===== src/hw/hrc_params.svh =====
// constants of the halt release controller: timing counts, levels, ids, reset values
// assumes clk is both the system clock and the oscillator clock of the core
`ifndef HRC_PARAMS_SVH
`define HRC_PARAMS_SVH

`define HRC_CLK_PERIOD_NS 50
`define HRC_OSC_PERIOD_NS 50
`define HRC_ENTRY_OSC_CLKS 3
`define HRC_ENTRY_CYC ((`HRC_ENTRY_OSC_CLKS * `HRC_OSC_PERIOD_NS + `HRC_CLK_PERIOD_NS - 1) / `HRC_CLK_PERIOD_NS)

`define HRC_NUM_MASKABLE 8
`define HRC_NMI_LEVEL 3'h7
`define HRC_SRC_NMI 4'h9
`define HRC_SRC_EXT_ZERO 4'h8
`define HRC_WARMUP_W 16

`define HRC_RST_LEVEL 3'h0
`define HRC_RST_SRC 4'h0
`define HRC_RST_CNT 2'h0
`define HRC_RST_WARMUP 16'h0000
`define HRC_RST_FLAG 1'b0
`define HRC_RST_CLK_EN 1'b1

`endif


===== src/hw/hrc_pkg.sv =====
// types of the halt release controller
// assumes hrc_params.svh is on the include path
`include "hrc_params.svh"

package hrc_pkg;

  typedef enum logic [1:0] {
    HRC_MODE_RUN = 2'h0,
    HRC_MODE_LIGHT = 2'h1,
    HRC_MODE_DEEP = 2'h2,
    HRC_MODE_STOP = 2'h3
  } hrc_mode_e;

  // gray along run -> enter -> halted -> warmup -> wake
  typedef enum logic [2:0] {
    HRC_ST_RUN = 3'h0,
    HRC_ST_ENTER = 3'h1,
    HRC_ST_HALT = 3'h3,
    HRC_ST_WARM = 3'h2,
    HRC_ST_WAKE = 3'h6
  } hrc_state_e;

  typedef logic [2:0] hrc_level_t;
  typedef logic [3:0] hrc_src_t;
  typedef logic [`HRC_WARMUP_W-1:0] hrc_warm_t;

  typedef struct packed {
    logic s1;
    logic s2;
    logic s3;
    logic level;
  } hrc_sync_s;

  typedef struct packed {
    logic busy;
    logic done;
    hrc_warm_t cnt;
  } hrc_warm_s;

  typedef struct packed {
    hrc_state_e state;
    hrc_mode_e mode;
    logic [1:0] enter_cnt;
    logic nmi_prev;
    logic ez_prev;
    logic nmi_pend;
    logic ez_pend;
    logic held;
    logic svc_valid;
    hrc_src_t svc_src;
    hrc_level_t svc_level;
    logic wake_pulse;
    logic resume_pulse;
    logic halted;
    logic sysclk_en;
    logic osc_en;
    logic wu_start;
  } hrc_top_s;

endpackage


===== src/hw/hrc_warm_if.sv =====
// carrier between the halt controller and its warmup counter
// assumes both ends run on the same clock
interface hrc_warm_if;
  import hrc_pkg::*;

  logic start;
  hrc_warm_t cycles;
  logic done;

  modport ctl (output start, output cycles, input done);
  modport cnt (input start, input cycles, output done);
endinterface


===== src/hw/hrc_sync.sv =====
// three-stage synchroniser for a pin level; a change counts once stages two and three agree
// assumes the pin is asynchronous to clk
module hrc_sync
  import hrc_pkg::*;
(
  // clock and reset
  input wire logic clk,
  input wire logic rst_b,
  // pin and settled level
  input wire logic pin,
  output logic level
);

  hrc_sync_s r;
  hrc_sync_s n;

  always_comb begin
    n = r;
    n.s1 = pin;
    n.s2 = r.s1;
    n.s3 = r.s2;
    if (r.s2 == r.s3) begin
      n.level = r.s3;
    end
  end

  always_ff @(posedge clk or negedge rst_b) begin
    if (!rst_b) begin
      r <= '0;
    end else begin
      r <= n;
    end
  end

  assign level = r.level;

endmodule // hrc_sync


===== src/hw/hrc_warmup.sv =====
// oscillator warmup counter: counts the programmed interval after a start pulse
// assumes start only arrives while idle; an interval of zero ends after one cycle
`include "hrc_params.svh"

module hrc_warmup
  import hrc_pkg::*;
(
  // clock and reset
  input wire logic clk,
  input wire logic rst_b,
  // control side
  hrc_warm_if.cnt wu
);

  hrc_warm_s r;
  hrc_warm_s n;

  always_comb begin
    n = r;
    n.done = 1'b0;
    if (wu.start) begin
      n.busy = 1'b1;
      n.cnt = wu.cycles;
    end else if (r.busy) begin
      if (r.cnt <= `HRC_WARMUP_W'(1)) begin
        n.busy = 1'b0;
        n.done = 1'b1;
        n.cnt = `HRC_RST_WARMUP;
      end else begin
        n.cnt = r.cnt - `HRC_WARMUP_W'(1);
      end
    end
  end

  always_ff @(posedge clk or negedge rst_b) begin
    if (!rst_b) begin
      r <= '0;
    end else begin
      r <= n;
    end
  end

  assign wu.done = r.done;

endmodule // hrc_warmup


===== src/hw/hrc_top.sv =====
// halt release controller: decides how the core leaves run-halt, light idle, deep idle and stop
// assumes maskable requests come from same-clock logic that owns their flags; nmi and ext zero are pins
`include "hrc_params.svh"

// Operation
// RULE1 - leave any halt on a qualifying interrupt request or on reset
// RULE2 - wake sources depend on mask level together with the active halt mode
// RULE3 - maskable level above mask wakes, is serviced, then resumes after halt
// RULE4 - maskable level below mask keeps the core halted, except external zero
// RULE5 - non-maskable request always wakes and is serviced regardless of mask
// RULE6 - external zero below mask wakes without service, resuming after halt
// RULE7 - after such an unserviced wake the external zero pending flag stays one
// RULE8 - nmi or external zero during deep-idle or stop entry may not wake
// RULE9 - a request caught during that entry is held pending, not dropped
// RULE10 - later request wakes; higher priority of it and held one served first
// RULE11 - waking from deep idle or stop waits for the programmed warmup
// RULE12 - non-maskable request has fixed level seven, the highest
// RULE13 - only nmi and external zero wake from deep idle
// RULE14 - reset ends halt, keeps ram contents, initialises all other settings
module hrc_top
  import hrc_pkg::*;
(
  // clock and reset
  input wire logic clk,
  input wire logic rst_b,
  // interrupt pins
  input wire logic nmi_pin,
  input wire logic ext_irq_zero_pin,
  input wire hrc_level_t ext_irq_zero_level,
  // maskable requests from on-chip sources
  input wire logic [`HRC_NUM_MASKABLE-1:0] irq_req,
  input wire logic [`HRC_NUM_MASKABLE-1:0][2:0] irq_level,
  // core side
  input wire hrc_level_t interrupt_mask_level,
  input wire logic halt_req,
  input wire hrc_mode_e halt_mode,
  input wire logic svc_ack,
  input wire hrc_warm_t warmup_cycles,
  // halt status to the core
  output logic core_halted,
  output logic core_wake,
  output logic core_resume_next,
  // service request to the core
  output logic svc_valid,
  output hrc_src_t svc_src,
  output hrc_level_t svc_level,
  // pending flags
  output logic nmi_flag,
  output logic ext_irq_zero_flag,
  // clock controls
  output logic sysclk_en,
  output logic osc_en
);

  hrc_top_s r;
  hrc_top_s n;

  // entry length in clk cycles less one, cut to the counter's width on purpose
  localparam logic [1:0] entry_load = 2'(`HRC_ENTRY_CYC - 1);

  // pin levels after the synchronisers; an edge counts four clocks after the pin
  logic nmi_lvl;
  logic ez_lvl;

  // the warmup counter runs only while waking from deep idle or stop
  hrc_warm_if wu ();

  hrc_sync u_sync_nmi (
    .clk(clk),
    .rst_b(rst_b),
    .pin(nmi_pin),
    .level(nmi_lvl)
  );

  hrc_sync u_sync_ez (
    .clk(clk),
    .rst_b(rst_b),
    .pin(ext_irq_zero_pin),
    .level(ez_lvl)
  );

  hrc_warmup u_warmup (
    .clk(clk),
    .rst_b(rst_b),
    .wu(wu.cnt)
  );

  assign wu.start = r.wu_start;
  assign wu.cycles = warmup_cycles;

  // best maskable request above the mask; lowest index wins a tie
  logic mk_ok;
  hrc_src_t mk_src;
  hrc_level_t mk_level;

  always_comb begin
    mk_ok = 1'b0;
    mk_src = `HRC_RST_SRC;
    mk_level = `HRC_RST_LEVEL;
    for (int i = 0; i < `HRC_NUM_MASKABLE; i++) begin
      if (irq_req[i] && (irq_level[i] > interrupt_mask_level)) begin // RULE3 RULE4
        if (!mk_ok || (irq_level[i] > mk_level)) begin
          mk_ok = 1'b1;
          mk_src = 4'(i);
          mk_level = irq_level[i];
        end
      end
    end
  end

  // service candidate among all pending requests
  logic ez_svc_ok;
  logic svc_any;
  hrc_src_t cand_src;
  hrc_level_t cand_level;

  always_comb begin
    ez_svc_ok = r.ez_pend && (ext_irq_zero_level > interrupt_mask_level);
    svc_any = 1'b1;
    cand_src = `HRC_RST_SRC;
    cand_level = `HRC_RST_LEVEL;
    if (r.nmi_pend) begin
      cand_src = `HRC_SRC_NMI; // RULE5
      cand_level = `HRC_NMI_LEVEL; // RULE12
    end else if (ez_svc_ok && (!mk_ok || (ext_irq_zero_level >= mk_level))) begin
      // ext zero wins a tie against a maskable of the same level
      cand_src = `HRC_SRC_EXT_ZERO; // RULE10
      cand_level = ext_irq_zero_level;
    end else if (mk_ok) begin
      cand_src = mk_src;
      cand_level = mk_level;
    end else begin
      svc_any = 1'b0;
    end
  end

  // edges, flag clears and wake qualification
  logic nmi_edge;
  logic ez_edge;
  logic fresh;
  logic deep;
  logic wake_ok;
  logic svc_done;
  logic clr_nmi;
  logic clr_ez;

  always_comb begin
    nmi_edge = nmi_lvl && !r.nmi_prev;
    ez_edge = ez_lvl && !r.ez_prev;
    fresh = nmi_edge || ez_edge;
    deep = (r.mode == HRC_MODE_DEEP) || (r.mode == HRC_MODE_STOP);
    // a service retires on the edge at which the core acknowledges it
    svc_done = r.svc_valid && svc_ack;
    // retiring an nmi or ext zero service clears its pending flag
    clr_nmi = svc_done && (r.svc_src == `HRC_SRC_NMI);
    clr_ez = svc_done && (r.svc_src == `HRC_SRC_EXT_ZERO);
    // deep modes ignore old flags: only an edge after entry ends the halt
    if (deep) begin
      wake_ok = fresh; // RULE13 RULE10
    end else begin
      wake_ok = r.nmi_pend || r.ez_pend || mk_ok || fresh; // RULE2 RULE6
    end
  end

  always_comb begin
    n = r;
    n.nmi_prev = nmi_lvl;
    n.ez_prev = ez_lvl;
    // pulses last one cycle; the pending flags keep every pin edge
    n.wake_pulse = 1'b0;
    n.resume_pulse = 1'b0;
    n.wu_start = 1'b0;
    // the set wins over a clear arriving in the same cycle
    n.nmi_pend = (r.nmi_pend && !clr_nmi) || nmi_edge; // RULE9
    n.ez_pend = (r.ez_pend && !clr_ez) || ez_edge; // RULE7 RULE9
    if (svc_done) begin
      n.svc_valid = 1'b0;
    end
    case (r.state)
      // running: hand out services, or take a halt when none is due
      HRC_ST_RUN: begin
        n.halted = 1'b0;
        n.sysclk_en = 1'b1;
        n.osc_en = 1'b1;
        // a pin edge in this cycle reaches its flag only at the edge, so the choice waits one cycle
        if (!r.svc_valid && !svc_done && svc_any && !fresh) begin
          n.svc_valid = 1'b1; // RULE10
          n.svc_src = cand_src;
          n.svc_level = cand_level;
        end else if (halt_req && !r.svc_valid && !svc_any) begin
          n.mode = halt_mode;
          n.halted = 1'b1;
          n.held = 1'b0;
          if ((halt_mode == HRC_MODE_DEEP) || (halt_mode == HRC_MODE_STOP)) begin
            n.state = HRC_ST_ENTER;
            n.enter_cnt = entry_load;
          end else begin
            n.state = HRC_ST_HALT;
          end
        end
      end

      HRC_ST_ENTER: begin
        // requests here only latch; they cannot end the halt
        if (fresh) begin
          n.held = 1'b1; // RULE8 RULE9
        end
        // once entry completes the system clock stops, and in stop the oscillator too
        if (r.enter_cnt == `HRC_RST_CNT) begin
          n.state = HRC_ST_HALT;
          n.sysclk_en = 1'b0;
          n.osc_en = (r.mode != HRC_MODE_STOP);
        end else begin
          n.enter_cnt = r.enter_cnt - 2'h1;
        end
      end

      // halted: only a qualifying request ends it
      HRC_ST_HALT: begin
        if (wake_ok) begin // RULE1
          if (deep) begin
            // the oscillator restarts first; the system clock waits for the warmup
            n.state = HRC_ST_WARM; // RULE11
            n.osc_en = 1'b1;
            n.wu_start = 1'b1;
          end else begin
            n.state = HRC_ST_WAKE;
          end
        end
      end

      // oscillator running, system clock held off until the warmup ends
      HRC_ST_WARM: begin
        if (wu.done) begin
          n.state = HRC_ST_WAKE; // RULE11
          n.sysclk_en = 1'b1;
        end
      end

      // release: service by priority, or resume after the halt
      HRC_ST_WAKE: begin
        if (fresh) begin
          // a pin edge now is not in the candidate yet; release one cycle later
          n.state = HRC_ST_WAKE; // RULE10
        end else begin
          n.state = HRC_ST_RUN;
          n.halted = 1'b0;
          n.wake_pulse = 1'b1;
          n.held = 1'b0;
          if (svc_any) begin
            n.svc_valid = 1'b1; // RULE3 RULE5 RULE10
            n.svc_src = cand_src;
            n.svc_level = cand_level;
          end else begin
            n.resume_pulse = 1'b1; // RULE6
          end
        end
      end

      // unused codes fall back to run
      default: begin
        n.state = HRC_ST_RUN;
      end
    endcase
  end

  // reset initialises every setting here; ram lives outside this block and is untouched
  always_ff @(posedge clk or negedge rst_b) begin
    if (!rst_b) begin
      r.state <= HRC_ST_RUN; // RULE1 RULE14
      r.mode <= HRC_MODE_RUN;
      r.enter_cnt <= `HRC_RST_CNT;
      r.nmi_prev <= `HRC_RST_FLAG;
      r.ez_prev <= `HRC_RST_FLAG;
      r.nmi_pend <= `HRC_RST_FLAG;
      r.ez_pend <= `HRC_RST_FLAG;
      r.held <= `HRC_RST_FLAG;
      r.svc_valid <= `HRC_RST_FLAG;
      r.svc_src <= `HRC_RST_SRC;
      r.svc_level <= `HRC_RST_LEVEL;
      r.wake_pulse <= `HRC_RST_FLAG;
      r.resume_pulse <= `HRC_RST_FLAG;
      r.halted <= `HRC_RST_FLAG;
      r.sysclk_en <= `HRC_RST_CLK_EN;
      r.osc_en <= `HRC_RST_CLK_EN;
      r.wu_start <= `HRC_RST_FLAG;
    end else begin
      r <= n;
    end
  end

  assign core_halted = r.halted;
  assign core_wake = r.wake_pulse;
  assign core_resume_next = r.resume_pulse;
  assign svc_valid = r.svc_valid;
  assign svc_src = r.svc_src;
  assign svc_level = r.svc_level;
  assign nmi_flag = r.nmi_pend;
  assign ext_irq_zero_flag = r.ez_pend;
  assign sysclk_en = r.sysclk_en;
  assign osc_en = r.osc_en;

endmodule // hrc_top


===== config.mk =====
export PLATFORM = sky130hd
export DESIGN_NAME = hrc_top
export DESIGN_NICKNAME = d
export VERILOG_FILES = /design/src/hw/hrc_pkg.sv /design/src/hw/hrc_warm_if.sv /design/src/hw/hrc_sync.sv /design/src/hw/hrc_warmup.sv /design/src/hw/hrc_top.sv
export VERILOG_INCLUDE_DIRS = /design/src /design/src/hw
export SDC_FILE = /design/constraint.sdc
export NUM_CORES = 1
export LEC_CHECK = 0
export ABC_AREA = 1
export BUFFER_PORTS_ARGS = -buffer_cell sky130_fd_sc_hd__buf_4
export CORE_MARGIN = 3
export CORE_UTILIZATION = 45
export CTS_CLUSTER_DIAMETER = 80
export DETAILED_ROUTE_END_ITERATION = 10
export PLACE_DENSITY = 0.66
export SLEW_MARGIN = 25
export SYNTH_ARGS = -nofsm -noshare
export SYNTH_HDL_FRONTEND = slang
export SYNTH_HIERARCHICAL = 1
export SYNTH_SLANG_ARGS = --single-unit
export TNS_END_PERCENT = 1

===== constraint.sdc =====
create_clock -name clk -period 4.7 [get_ports clk]
set_clock_uncertainty 0.2 [all_clocks]
set_input_delay 0.47 -clock clk [delete_from_list [all_inputs] [get_ports clk]]
set_output_delay 0.47 -clock clk [all_outputs]
set_load 0.01 [all_outputs]

==> impl_results.md <==
- Crit Path Category: in -> reg
- Ant. Diodes: 0
- Row count: 36
- Synth async-reset ratio: 100%
- Crit. Startpoint: interrupt_mask_level[2]
- Final Cycle Share: 191%
- Layout cell share with drive strength beyond 1: 44.6%
- Vias in the first global route: 4606
- Synth Flop Type: dfrtp_1
- Max IR drop VDD: 176 µV
- Die ar.: 11400 µm²
- CORE AREA: 9820 µm²
- Syn avg cell area: 7.30 µm²
- Post-synthesis sequential area ratio: 27.9%
- Initial antenna violation count: 0
- Most numerous cell in the Yosys netlist: nand2_1
- Placed wire-length estimate: 9080 µm
- Synth warnings: 6
- Cts bufs inserted: 5
- Setup Viol. Count Final: 7
- Crit start category: input pin
- Largest area contributor in the netlist: dfrtp_1
- Dpl cell area: 5920 µm²
- CP Capture Point: svc_level[0]
- Cell area after layout: 6790 µm²
- Actual slew at the worst max-slew pin: 0.745 ns
- Worst Path Required: 4.71 ns
- Routed length per instance: 13.0 µm
- Worst Setup End Kind: flip-flop
- Via-per-instance ratio: 4.95
- Combinational share of power: 60.6%
- Top post-synthesis cells by area: dfrtp_1, ha_1, nand2_1
- Clock-pin slew on the worst setup and hold paths: 0.10 ns
- Fmax achieved: 111 MHz
- GPL Wtd Cong: 0.924
- R2r worst-path depth: 9
- CTS tree: yes
- DR iter-0 viols: 169
- Setup_tns: -29.46 ns
- Clock power frac: 12.3%
- Drt total wl: 12400 µm
- Drt drc: 0
- Max_cap viols: 0
- Number of port buffers: 76
- Tmin final: 8.97 ns
- Failing checks: hold timing, setup timing
- Psw: 894 µW
- R2r setup slk: 2.70 ns
- Clock sink count: 51
- Worst flop-to-flop path startpoint: ext_irq_zero_flag
- Slowest cell on crit path: ha_4
- Nets@finish: 932
- Die Y-Extent: 107 µm
- First-pass GRT wire length: 20500 µm
- CTS H-tree lvls: 2
- Most frequent CP cell: nand2_2
- Final WS setup: -4.27 ns
- PwrDens: 324 nW/µm²
- Pint: 1.30 mW
- Hold Slack: -0.0325 ns
- Synth top area share: 26.8%
- Critical Path Max Stage Delay: 0.29 ns
- HP Class: in -> async
- Initial Utilization: 46.7%
- CP arrival: 8.98 ns
- Flop pwr share: 27.1%
- Post-synth EDFFs: 0
- Final ANT Viol Nets: 0
- Synth Instances: 628
- Longest Clk Path Bufs: 2
- GRT Util Overall: 21.6%
- Final Slew Violations: 0
- Root Driver: clkbuf_8
- Crit-path max FO: 7
- Post-synthesis net count: 744
- Area Overhead vs Synth: 48.1%
- Clk Latency, worst-skew pair: 0.30 ns
- Largest net degree at the start of global routing: 52
- Chip Width: 107 µm
- Gr ovfl total: 0
- Vias: 4702
- Unrepaired setup endpoints after global routing: true
- Status: finished, violations left
- Max transition margin: 50.3%
- Flops & latches, synth: 51
- Synth cell types: 43
- I/O Pins: 77
- Final Hold Fails: 38
- Post-Syn Area: 4580 µm²
- Switching fraction of total power: 40.7%
- First-pass detailed-route iteration total: 4
- Top post-synthesis cells by count: nand2_1, inv_1, nand3_1
- Leak: 3.56 nW
- FF-to-FF End: svc_src[1]
==> metrics by stage <==
step	util, %	total power [mW]	cells	worst slack (ns)
after floorplan	-	1.29	628	-4.16
after detailed placement	60.3	1.67	899	-4.89
after global placement	60.3	1.63	899	-4.49
final	69.1	2.20	950	-4.27
after CTS	65.5	2.05	939	-4.24
after global routing	69.1	2.39	950	-4.90
==> timing repair <==
item / 4_1_cts / 5_1_grt
setup buffers: 32 / 11
hold buffers: 0 / 0
gates resized for setup: 42 / 60
endpoints found under the setup margin: 7 / 7
endpoints found under the hold margin: 0 / 0
pin swaps: 50 / 71
==> worst min path at each step <==
stage / startpoint / to / slack, ns / cells after the start
after floorplan: rst_b / core_halted / -0.03 / 0
after global placement: u_sync_nmi/n[2] / u_sync_nmi/n[1] / 0.14 / 0
after detailed placement: u_sync_nmi/n[2] / u_sync_nmi/n[1] / 0.13 / 0
after CTS: rst_b / r[20] / 0.0009 / 1
after global routing: rst_b / svc_valid / 0.02 / 1
final: rst_b / r[22] / -0.03 / 1
==> registers in the layout, summed over array words and instances, names as in the netlist, 2 cells and up <==
register,cells
svc_src,4
u_sync_ez/n,2
u_warmup/r,17
u_sync_nmi/n,2
r,9
svc_level,3
==> layout by cell type, fill, tap and decap left out, types with 3 or more instances in the layout <==
cell type,Yosys,routed
inv_2,7,14
nand2_1,165,130
nor2_1,46,43
a21oi_1,20,11
or2_4,0,4
ha_4,0,18
xnor2_1,4,4
nor2_4,3,4
and2_4,0,4
nand2_2,15,42
nand4_1,4,4
o21ai_0,22,14
clkbuf_8,0,6
nor2_2,10,12
buf_12,1,3
o21ai_1,4,8
nand3_1,57,43
nor3_1,3,3
inv_1,84,76
buf_4,7,185
a22oi_1,14,14
nor2_8,3,3
a21oi_2,2,9
nand2_4,4,12
nand3_4,1,3
xor2_1,3,3
nand3_2,2,14
o21ai_2,9,13
ha_1,54,36
dfrtp_1,49,49
buf_6,1,3
a211oi_1,5,5
o22ai_1,3,3
==> layer usage <==
metal / part of all wire (%) / track usage, % / up-vias
met3: 3.6 / 3.07 / 29
met4: 1.9 / 5.02 / 0
met5: 0 / 0 / -
met1: 43 / 27.2 / 2160
li1: - / - / 2418
met2: 51 / 39.2 / 95
==> layout make-up <==
| type | count | area, µm² |
|---|---|---|
| multi-input combinational | 474 | 3400 |
| fill | 820 | 3030 |
| timing repair buffer | 192 | 1500 |
| sequential | 51 | 1280 |
| inverter | 92 | 350 |
| tap | 133 | 166 |
| clock buffer | 6 | 82.6 |
| clock inverter | 2 | 13.8 |
==> cells by family after synthesis <==
family / share of synthesized area, %
multiplexers: 0.573
flip-flops: 27.9
AO/OA/AOI/OAI: 12.0
buffers and inverters: 9.58
adder cells (fa/ha/maj): 14.7
XOR/XNOR: 1.34
AND/OR/NAND/NOR: 33.9
==> worst max-delay path, delay by kind of cell <==
kind,cells,cell delay [ns]
adders and majority gates,9,2.22
and+or+nand+nor,45,4.19
buffers and inverters,6,0.41
AOI/OAI and AO/OA,16,1.68
==> power groups by stage <==
stage                     Clock, mW  Combinational [mW]  Sequential [mW]
after floorplan                   0               0.693            0.595
after global placement            0                1.03            0.601
after detailed placement          0                1.06            0.603
after CTS                     0.276                1.18            0.595
after global routing          0.297                1.49            0.609
final                         0.270                1.33            0.595
(Power assumes the default switching activity.)
